<file path="src/sram_host_regs.vh">
// Pin timing constants for the host that drives the 1k x 4 static memory
`ifndef SRAM_HOST_REGS_VH
`define SRAM_HOST_REGS_VH
`define CLK_PERIOD_NS 25
`define ADDR_W 10
`define DATA_W 4
`define WORDS 1024
// Slowest grade figures, in ns, so any fitted grade is served
`define READ_CYCLE_MIN_NS 450
`define ACCESS_MAX_NS 450
`define WRITE_CYCLE_MIN_NS 450
`define WRITE_PULSE_MIN_NS 200
`define DATA_OVERLAP_MIN_NS 200
`define FLOAT_AFTER_DISABLE_MAX_NS 100
`define WRITE_RELEASE_MIN_NS 0
`define DATA_HOLD_MIN_NS 0
// Cycle counts, least times rounded up
`define READ_CYCLES ((`READ_CYCLE_MIN_NS + `CLK_PERIOD_NS - 1) / `CLK_PERIOD_NS)
`define WRITE_PULSE_CYCLES ((`WRITE_PULSE_MIN_NS + `CLK_PERIOD_NS - 1) / `CLK_PERIOD_NS)
`define WRITE_CYCLE_CYCLES ((`WRITE_CYCLE_MIN_NS + `CLK_PERIOD_NS - 1) / `CLK_PERIOD_NS)
`define FLOAT_CYCLES ((`FLOAT_AFTER_DISABLE_MAX_NS + `CLK_PERIOD_NS - 1) / `CLK_PERIOD_NS)
`endif

</file>
<file path="src/sram_host.v">
// Host controller driving a 1k x 4 asynchronous static memory over its pins
`timescale 1ns/100ps
`include "sram_host_regs.vh"
module sram_host (
   input wire clk,
   input wire rstn,
   input wire reqValid,
   input wire reqWrite,
   input wire [9:0] reqAddr,
   input wire [3:0] reqWdata,
   output wire reqReady,
   output reg [3:0] rspData_r,
   output reg rspValid_r,
   output reg [9:0] word_address,
   output reg chip_select_low_active,
   output reg chip_select_high_active,
   output reg output_disable,
   output reg writeStrobe_n,
   input wire [3:0] shared_data_pins_in,
   output reg [3:0] shared_data_pins_out,
   output reg shared_data_pins_oe_n
);
   // Operation in brief
   //    The memory has no clock, so every phase is a count of our own clock.
   //    One request is taken at a time, only while idle.
   //    A read sets address, selects and enables the outputs in one edge.
   //    Data is sampled only once the full access time has passed.
   //    That covers select-to-valid and enable-to-valid as well.
   //    Sampling late also steps past the old-data hold after an address move.
   //    A write sets address, selects, data and a low strobe in one edge.
   //    The strobe stays low for the write pulse, with data steady throughout.
   //    At the strobe rise the data drive and the selects drop together.
   //    The zero data hold and zero release time make that legal.
   //    Recovery then pads the write out to the full write cycle.
   //    After a read, recovery only waits out the output float time.
   //    The address only moves while the strobe is high.
   //    The outputs stay disabled whenever the host drives the shared pins.
   // Limitations
   //    Figures are for the slowest grade, so faster parts run slower here.
   //    No back-to-back reads without recovery; throughput traded for margin.
   //    Read data is not checked for validity; the pins are sampled as found.
   //    Only this one device is selected; no decode for tied outputs.
   localparam IDLE = 2'd0;
   localparam READ = 2'd1;
   localparam WRITE = 2'd2;
   localparam RECOVER = 2'd3;

   // Least time in ns to whole clock cycles, always rounded up
   function [5:0] cycCeil;
      input integer ns;
      integer c;
      begin
         c = (ns + `CLK_PERIOD_NS - 1) / `CLK_PERIOD_NS;
         cycCeil = c[5:0];
      end
   endfunction

   // Select pin pair {low active, high active} for on or off
   function [1:0] selPins;
      input on;
      begin
         selPins = on ? 2'b01 : 2'b10;
      end
   endfunction

   // Phase lengths in cycles of our own clock
   localparam [5:0] READ_CNT = cycCeil(`READ_CYCLE_MIN_NS);
   localparam [5:0] WPULSE_CNT = cycCeil(`WRITE_PULSE_MIN_NS);
   localparam [5:0] WCYCLE_CNT = cycCeil(`WRITE_CYCLE_MIN_NS);
   localparam [5:0] FLOAT_CNT = cycCeil(`FLOAT_AFTER_DISABLE_MAX_NS);

   // Remembers which kind of cycle recovery must close
   reg lastWrite_r;
   reg [1:0] state_r;
   reg [1:0] state_nxt;
   reg [5:0] count_r;
   reg [5:0] count_nxt;

   // Requests are taken only in idle, so address never moves mid-cycle
   assign reqReady = (state_r == IDLE);

   // Next state and cycle count
   always @* begin
      state_nxt = state_r;
      count_nxt = count_r;
      case (state_r)
         IDLE: begin
            if (reqValid) begin
               state_nxt = reqWrite ? WRITE : READ;
               count_nxt = 6'h01;
            end
         end
         READ: begin
            count_nxt = count_r + 6'h01;
            if (count_r == READ_CNT) begin
               state_nxt = RECOVER;
               count_nxt = 6'h01;
            end
         end
         WRITE: begin
            count_nxt = count_r + 6'h01;
            if (count_r == WPULSE_CNT) begin
               state_nxt = RECOVER;
               count_nxt = WPULSE_CNT + 6'h01;
            end
         end
         RECOVER: begin
            // Read waits out float time; write pads to the full write cycle
            count_nxt = count_r + 6'h01;
            if (count_r >= (lastWrite_r ? WCYCLE_CNT : FLOAT_CNT)) begin
               state_nxt = IDLE;
               count_nxt = 6'h00;
            end
         end
         default: begin
            state_nxt = IDLE;
            count_nxt = 6'h00;
         end
      endcase
   end

   // State, pins and response registers
   always @(posedge clk) begin
      if (!rstn) begin
         state_r <= IDLE;
         count_r <= 6'h00;
         lastWrite_r <= 1'b0;
         rspData_r <= 4'h0;
         rspValid_r <= 1'b0;
         word_address <= 10'h000;
         chip_select_low_active <= 1'b1;
         chip_select_high_active <= 1'b0;
         output_disable <= 1'b1;
         writeStrobe_n <= 1'b1;
         shared_data_pins_out <= 4'h0;
         shared_data_pins_oe_n <= 1'b1;
      end else begin
         state_r <= state_nxt;
         count_r <= count_nxt;
         rspValid_r <= 1'b0;
         case (state_r)
            IDLE: begin
               if (reqValid) begin
                  // Strobe still high as the address moves
                  word_address <= reqAddr;
                  lastWrite_r <= reqWrite;
                  {chip_select_low_active, chip_select_high_active} <= selPins(1'b1);
                  output_disable <= reqWrite;
                  writeStrobe_n <= ~reqWrite;
                  shared_data_pins_out <= reqWdata;
                  shared_data_pins_oe_n <= ~reqWrite;
               end
            end
            READ: begin
               if (count_r == READ_CNT) begin
                  // Sampled after full access time, no inversion; old data long gone
                  rspData_r <= shared_data_pins_in;
                  rspValid_r <= 1'b1;
                  output_disable <= 1'b1;
                  {chip_select_low_active, chip_select_high_active} <= selPins(1'b0);
               end
            end
            WRITE: begin
               if (count_r == WPULSE_CNT) begin
                  // Data dropped with strobe rise; zero hold is allowed
                  writeStrobe_n <= 1'b1;
                  shared_data_pins_oe_n <= 1'b1;
                  {chip_select_low_active, chip_select_high_active} <= selPins(1'b0);
               end
            end
            default: begin
            end
         endcase
      end
   end
endmodule // sram_host

</file>
<file path="config.mk">
export PLATFORM = sky130hd
export DESIGN_NAME = sram_host
export DESIGN_NICKNAME = d
export VERILOG_FILES = /design/src/sram_host.v
export VERILOG_INCLUDE_DIRS = /design/src
export SDC_FILE = /design/constraint.sdc
export NUM_CORES = 1
export LEC_CHECK = 0
export ABC_AREA = 0
export BUFFER_PORTS_ARGS = -buffer_cell sky130_fd_sc_hd__clkbuf_2
export CORE_AREA = 10 10 84 86
export CTS_CLUSTER_SIZE = 8
export DETAILED_ROUTE_END_ITERATION = 8
export DIE_AREA = 0 0 94 96
export PLACE_DENSITY_LB_ADDON = 0.05
export SLEW_MARGIN = 20
export SYNTH_ARGS = -nofsm -noshare
export SYNTH_HDL_FRONTEND = slang
export SYNTH_SLANG_ARGS = --single-unit
</file>
<file path="constraint.sdc">
create_clock -name clk -period 4.2 [get_ports clk]
set_clock_uncertainty 0.05 [all_clocks]
set_input_delay 0.84 -clock clk [delete_from_list [all_inputs] [get_ports clk]]
set_output_delay 0.84 -clock clk [all_outputs]
set_load 0.005 [all_outputs]
</file>
Word level (Yosys, flattened, before mapping). Index checks and enable logic that the tools add are counted. Widths: inputs -> output; s select.

Bits in registers: 32. Input port bits: 22. Output and inout bits: 25. Logic and storage cells: 59.

Add/subtract/negate cells: 1. Muxes and demuxes: 25. Bitwise gates (word level): 1. Order comparisons: 1. Reduce and logical (&&, ||, !) cells: 11. Equal/unequal tests: 9.

Operator list (count): $mux 6 (4); $pmux 6 s4 (1); $mux 2 (5); $mux 1 (9); $ne 2x2->1 const B (4); $pmux 2 s4 (1); $reduce_and 4->1 (2); $add 6x1->6 const B (1); $eq 6x4->1 const B (1); $eq 6x5->1 const B (1); $ge 6x5->1 (1); $pmux 1 s3 (2); $reduce_and 2->1 (3); $reduce_and 3->1 (2); $mux 5 (1); $eq 2x2->1 const B (2); $pmux 1 s2 (2); $reduce_bool 2->1 (2); $reduce_bool 3->1 (1); $eq 2x1->1 const B (1); $logic_not 2->1 (1); $not 1->1 (1).

Depth between registers and ports, before layout. Gate-level depths: netlist (run 1).

Depth after elaboration: 4. Gate-level depth with buffers: 8.

Worst setup path after synthesis (run 1). Ideal clock, no wire load.

Path kind: register to register. Start point: register count_r[1]. End point: register state_r[0]. Path slack: 2370 ps. Cell stages (with the launch flop): 7. Path buffers: 0. Arrival: 1658 ps. Setup time: 122 ps. Cell sequence: dfxtp_1 > inv_1 > ha_1 > nand2b_1 > a2111oi_4 > o211ai_2 > o311a_1.

Word-level cells in the longest chain between the ends: 3. Elaborated cells between the ends (all ways): 7. Classes of those cells: order compare (1); eq/ne (5); reduce/logical (1).

RTL lines: from (decl) (line sram_host.v:76) `reg [5:0] count_r;`; from (signal assigned) (line sram_host.v:139) `count_r <= count_nxt;`; $ge 6x5->1 (tied with other cells) (line sram_host.v:110) `if (count_r >= (lastWrite_r ? WCYCLE_CNT : FLOAT_CNT)) begin`; $ne 2x2->1 (no source line); $reduce_and 4->1 (no source line) *; to (signal assigned) (line sram_host.v:138) `state_r <= state_nxt;`; to (decl) (line sram_host.v:74) `reg [1:0] state_r;`.

Mark *: on every way between the ends. The rest lies on a longest branch, timed or not. A chain may end at the register's enable or synchronous reset.

Worst setup path after layout (run 1).
Start point: register state_r[0]. End point: register chip_select_high_active.

Word-level cells in the longest chain between the ends: 3. Elaborated cells between the ends (all ways): 9. Classes of those cells: eq/ne (5); mux (1); reduce/logical (3).

RTL lines: $eq 2x1->1 (tied with other cells) (line sram_host.v:141) `case (state_r)`; $ne 2x2->1 (no source line) or $reduce_bool 3->1 (tied branches); $reduce_and 4->1 (no source line); to (signal assigned) (line sram_host.v:147) `{chip_select_low_active, chip_select_high_active} <= selPins(1'b1);`; to (signal assigned) (line sram_host.v:160) `{chip_select_low_active, chip_select_high_active} <= selPins(1'b0);`; to (signal assigned) (line sram_host.v:168) `{chip_select_low_active, chip_select_high_active} <= selPins(1'b0);`; to (decl) (line sram_host.v:16) `output reg chip_select_high_active,`.

Several ways; a longest one is shown, not always the timed one.

==> out/results.txt, run 1 <==
Critical-path cell list: inv_1, ha_1, inv_1, nor2_1, nor2_1, nand3_1, mux2_2
Sequential element share of the synthesized area: 40.6%
Largest family of logic cells by synthesized area: simple AND/OR/NAND/NOR gates
Synth Flop Type: dfxtp_1
Hold_sp: word_address[0]
Yosys reg bits: 32
End point of the worst hold path: word_address[0]
Overall routed net length: 4280 um
XOR/XNOR share of the synthesized area: 1.11%
RePlAce Congestion: 0.742
Vias in the first global route: 1475
Via count: 1419
Async S/R FF share, synth: 0%
Post-layout minimum cycle time: 2.25 ns
Slowest stage delay, CP: 0.42 ns
Initial antenna violation count: 0
Post-CTS Hold Fix Bufs: 0
VDD IR-drop max: 0.225 mV
FF-to-FF setup slack: 1.95 ns
PnR Total Power: 0.00111 W
Final Hold Vio Count: 0
Area share of fa/ha/maj cells after synthesis: 7.93%
Max Cap Violations: 0
Synth Net Count: 220
Clock root cell: clkbuf_8
Syn Inst Count: 188
Post-synthesis compound-gate area fraction: 18.5%
Setup bufs post-CTS: 0
YS warnings: 0
Routed len/inst: 14.2 um
Chip Width: 94 um
RSZ-0062 raised after global routing: no
Reg clk slew, reported paths: 0.06 ns
Placed Area: 1840 um2
Length in cells of the worst reg-to-reg path: 7
Ant. Diodes: 0
Via density: 4.71
DRC: 0
Mux cell area share after synthesis: 4.52%
Top-Level Pins: 47
Most frequent cells in the layout: clkbuf_2, nand2_1, dfxtp_1
Pins Over Slew Limit: 0
Most common cell after layout, fill and taps aside: clkbuf_2
Clock Sinks: 32
Top fanout value on the critical path: 11
Worst-Skew Late Latency: 0.27 ns
Status: finished, final reports clean
Row count: 27
Starting DRT DRC Count: 45
CP Class: flop to flop
Tcrit/Tclk final: 53.5%
GR Overflow Total: 0
Slew @ Worst Pin: 0.700 ns
Final antenna-violating net count: 0
Post_cts resized: 0
Hold depth: 2
Critical R2R Launch: state_r[0]
CTS buffer count: 5
Setup-failing EPs final: 0
Leak: 0.862 nW
Synth Area in Simple Gates: 21.4%
Synth top area share: 40.6%
CTS max path bufs: 2
Buffers on Ports: 46
HP Class: flop to flop
Yosys cell types: 39
Crit path buf inv count: 2
CTS tree: yes
DIE HEIGHT: 96 um
H-tree depth: 2
Fin nets: 261
DR pass1 iterations: 4
Arr. time, crit path: 2.36 ns
Crit. End Element: flop
Gr usage total: 9.86%
Max-slew headroom: 53.3%
Crit path launch type: flop
Detail Placement HPWL: 3400 um
Share of cells above drive strength 1: 26.6%
Top delay family on crit path: simple AND/OR/NAND/NOR gates
Post-layout instance area: 1930 um2
Post-synth EDFFs: 0
Setup TNS: 0 ns
Req. time, crit path: 4.32 ns
Reg-to-reg endpoint: chip_select_high_active
Synth area leader: dfxtp_1
Synth top area cells: dfxtp_1, nand2_1, ha_1
First-pass GRT wire length: 7030 um
Starting Density: 29.2%
Slowest stage cell, crit path: nor2_1
Post-Syn Area: 1580 um2
Synth Area per Inst: 8.39 um2
Core area: 5410 um2
Die area: 9020 um2
Max Freq: 0.445 GHz
Area Growth Syn to Fin: 22.6%
PD cells: 574 nW/um2
Pin count of the biggest net entering global routing: 25
==> worst max-delay path by stage <==
stage                                    to  cells past startpoint        from  slack (ns)
floorplan                        state_r[0]                      6  count_r[1]        2.37
global placement    chip_select_high_active                      4        rstn        2.07
detailed placement  chip_select_high_active                      4        rstn        2.03
CTS                 chip_select_high_active                      7  state_r[0]        2.01
global route        chip_select_high_active                      7  state_r[0]        1.78
finish              chip_select_high_active                      7  state_r[0]        1.95
==> state kept, by name, summed over array words and instances, names as in the netlist, 2 cells and up <==
register              cells
count_r                   6
rspData_r                 4
shared_data_pins_out      4
state_r                   2
word_address             10
==> logic make-up (layout without fill, tap and decap cells) <==
kind of cell	count (synthesis)	after routing
compound gates	38	38
xor+xnor	2	2
fa+ha+maj	10	10
buf+inv	21	62
flops	32	32
mux	7	7
simple gates	78	78
==> layout make-up <==
type	instances	area, um2
fillers	598	3470
multi-input cells	135	843
flip-flops and latches	32	641
repair buffers	46	230
clock buffers	7	96.3
well taps	72	90.1
inverters	9	33.8
==> metal layers <==
layer / global-route usage (%) / routed length [um]
met5: 0 / 0
met4: 3.04 / 48
met3: 4.28 / 249
met2: 17.1 / 2200
met1: 10.6 / 1780
==> synthesized netlist by cell type, types with 3 or more instances <==
cell type and instances:
nand2_1 40, dfxtp_1 32, a21oi_1 18, nor2_1 18, ha_1 10, inv_1 9
clkbuf_1 6, mux2i_1 6, o21ai_0 5, nand3_1 4, buf_2 3, nor3_1 3
nor4_1 3
==> where the power goes <==
part | internal, W | switching, W | total, W
logic | 0.000181 | 0.000283 | 0.000464
clock network | 0.000146 | 0.000103 | 0.000249
registers | 0.000358 | 0.0000391 | 0.000397
==> worst register-to-register path, stage by stage (launching register included) <==
cell     delay [ns]
dfxtp_1        0.33
inv_1          0.10
ha_1           0.40
inv_1          0.28
nor2_1         0.42
nor2_1         0.09
nand3_1        0.15
mux2_2         0.34
==> metrics by stage <==
stage	instances	utilization, %	setup slack, ns	hold slack, ns
4_1_cts	301	35.8	2.01	0.409
3_3_place_gp	294	34.0	2.07	0.396
6_report	301	35.8	1.95	0.407
2_1_floorplan	188	-	2.37	0.403
5_1_grt	301	35.8	1.78	0.429
3_5_place_dp	294	34.0	2.03	0.400
(Power assumes the default switching activity.)
==> run 2: changes to the inputs <==
==> constraint.sdc (replaced) <==
create_clock -name clk -period 2.1 [get_ports clk]
set_clock_uncertainty 0.05 [all_clocks]
set_input_delay 0.42 -clock clk [delete_from_list [all_inputs] [get_ports clk]]
set_output_delay 0.42 -clock clk [all_outputs]
set_load 0.005 [all_outputs]
==> out/results.txt, run 2 (same netlist as run 1, synthesis figures left out) <==
Largest regs: word_address (10), count_r (6) (unchanged)
Setup bufs post-CTS: 0 (unchanged)
Max reg flops: 10 (unchanged)
Leak: 0.906 nW (was 0.862 nW)
Crit path launch type: flop (unchanged)
Req. time, crit path: 2.23 ns (was 4.32 ns)
Most frequent cells in the layout: clkbuf_2, nand2_1, dfxtp_1 (unchanged)
Row count: 27 (unchanged)
Via density: 4.73 (was 4.71)
Worst slack at placement: 0.120 ns (was 2.03 ns)
Most common cell after layout, fill and taps aside: clkbuf_2 (unchanged)
RePlAce Congestion: 0.793 (was 0.742)
Post-layout instance area: 1990 um2 (was 1930 um2)
Biggest register: word_address (unchanged)
Crit. End Element: flop (unchanged)
Max Cap Violations: 0 (unchanged)
Via count: 1472 (was 1419)
CTS tree: yes (unchanged)
Worst-Skew Late Latency: 0.29 ns (was 0.27 ns)
DIE HEIGHT: 96 um (unchanged)
Starting DRT DRC Count: 40 (was 45)
Setup-failing EPs final: 0 (unchanged)
Initial antenna violation count: 0 (unchanged)
Buffers on Ports: 46 (unchanged)
CP Class: flop to flop (unchanged)
Crit path buf inv count: 1 (was 2)
Overall routed net length: 4360 um (was 4280 um)
PD cells: 1140 nW/um2 (was 574 nW/um2)
Pins Over Slew Limit: 0 (unchanged)
Clock Sinks: 32 (unchanged)
Arr. time, crit path: 2.11 ns (was 2.36 ns)
Chip Width: 94 um (unchanged)
Switching power: 0.000903 W (was 0.000425 W)
Die area: 9020 um2 (unchanged)
Reg clk slew, reported paths: 0.07 ns (was 0.06 ns)
Sw Ratio: 39.7% (was 38.3%)
Final Hold Vio Count: 0 (unchanged)
Pin count of the biggest net entering global routing: 15 (was 25)
Post-Layout Cell Count: 311 (was 301)
Core area: 5410 um2 (unchanged)
Post-layout minimum cycle time: 1.98 ns (was 2.25 ns)
RSZ-0062 raised after global routing: no (unchanged)
PnR Total Power: 0.00227 W (was 0.00111 W)
HP Class: input pin to flop (was flop to flop)
Clock root cell: clkbuf_8 (unchanged)
Slew @ Worst Pin: 0.448 ns (was 0.700 ns)
Setup TNS: 0 ns (unchanged)
Max-slew headroom: 70.1% (was 53.3%)
DRC: 0 (unchanged)
Starting Density: 29.2% (unchanged)
Area Growth Syn to Fin: 26.4% (was 22.6%)
Ant. Diodes: 0 (unchanged)
Share of cells above drive strength 1: 30.1% (was 26.6%)
Fillers: 579 (was 598)
Comb pwr share: 44.4% (was 41.8%)
Placed Area: 1910 um2 (was 1840 um2)
Placed Cells: 303 (was 294)
Top delay family on crit path: compound AO/OA/AOI/OAI gates (was simple AND/OR/NAND/NOR gates)
First-pass GRT wire length: 7400 um (was 7030 um)
Slack of the critical path: 0.122 ns (was 1.95 ns)
Tcrit/Tclk final: 94.2% (was 53.5%)
VDD IR-drop max: 0.437 mV (was 0.225 mV)
Gr usage total: 10.3% (was 9.86%)
Fin nets: 270 (was 261)
CTS max path bufs: 2 (unchanged)
CTS buffer count: 5 (unchanged)
Top-Level Pins: 47 (unchanged)
Detail Placement HPWL: 3520 um (was 3400 um)
Slowest stage delay, CP: 0.42 ns (about the same)
Max Freq: 0.506 GHz (was 0.445 GHz)
GR Overflow Total: 0 (unchanged)
Part of the power in the clock network: 20.9% (was 22.4%)
DR pass1 iterations: 4 (unchanged)
Slowest stage cell, crit path: a2111oi_4 (was nor2_1)
Sequential fraction of design power: 34.7% (was 35.8%)
Cell-internal power: 0.00137 W (was 0.000685 W)
H-tree depth: 2 (unchanged)
Top fanout value on the critical path: 6 (was 11)
Status: finished, final reports clean (unchanged)
Critical-path cell list: inv_1, ha_1, nand2b_1, a2111oi_4, o211ai_2, o311a_1 (was inv_1, ha_1, inv_1, nor2_1, nor2_1, nand3_1, mux2_2)
Routed len/inst: 14.0 um (was 14.2 um)
Final antenna-violating net count: 0 (unchanged)
Vias in the first global route: 1552 (was 1475)
run 2: per-stage QoR:
| step | hold WS [ns] | util [%] |
|---|---|---|
| after detailed placement | 0.397 | 35.3 |
| after floorplan | 0.403 | - |
| after global routing | 0.297 | 36.9 |
| after CTS | 0.296 | 36.9 |
| final | 0.305 | 36.9 |
| after global placement | 0.393 | 35.3 |
run 2: what timing repair did:
action,CTS,global route
hold buffers,0,0
setup endpoints to repair,0,2
gates resized for setup,0,2
run 2: path summary, 6_finish.rpt:
| kind | startpoint | endpoint | slack [ns] | depth (start not counted) |
|---|---|---|---|---|
| hold / removal | reqAddr[6] | word_address[6] | 0.30 | 3 |
| setup reg to reg | count_r[1] | state_r[0] | 0.12 | 6 |
| setup / recovery | count_r[1] | state_r[0] | 0.12 | 6 |
| hold reg to reg | word_address[8] | word_address[8] | 0.41 | 2 |
run 2: layer usage:
metal / wire length, um / track usage (%)
met5: 0 / 0
met1: 1770 / 11.4
met4: 59 / 4.43
met3: 316 / 3.81
met2: 2220 / 17.5
run 2: worst register-to-register path, cell delays in order, from the launching register on:
cell and delay [ns]:
dfxtp_2 0.37, inv_1 0.08, ha_1 0.28, nand2b_1 0.08, a2111oi_4 0.42, o211ai_2 0.22
o311a_1 0.37
run 2: final cells by class:
cell class | instances | area (um2) | share of cell area (%)
Clock buffer | 5 | 68.8 | 3.45
Timing Repair Buffer | 55 | 298 | 14.9
Multi-Input combinational cell | 135 | 843 | 42.3
Tap cell | 72 | 90.1 | 4.52
Sequential cell | 32 | 642 | 32.2
Inverter | 9 | 33.8 | 1.69
Clock inverter | 3 | 18.8 | 0.941
run 2: power by group through the flow:
| stage | logic (W) | registers [W] | clock network [W] |
|---|---|---|---|
| 2_1_floorplan | 0.000666 | 0.000795 | 0 |
| 3_3_place_gp | 0.00100 | 0.000795 | 0 |
| 3_5_place_dp | 0.00101 | 0.000801 | 0 |
| 4_1_cts | 0.00102 | 0.000788 | 0.000493 |
| 5_1_grt | 0.00115 | 0.000806 | 0.000532 |
| 6_report | 0.00101 | 0.000789 | 0.000475 |
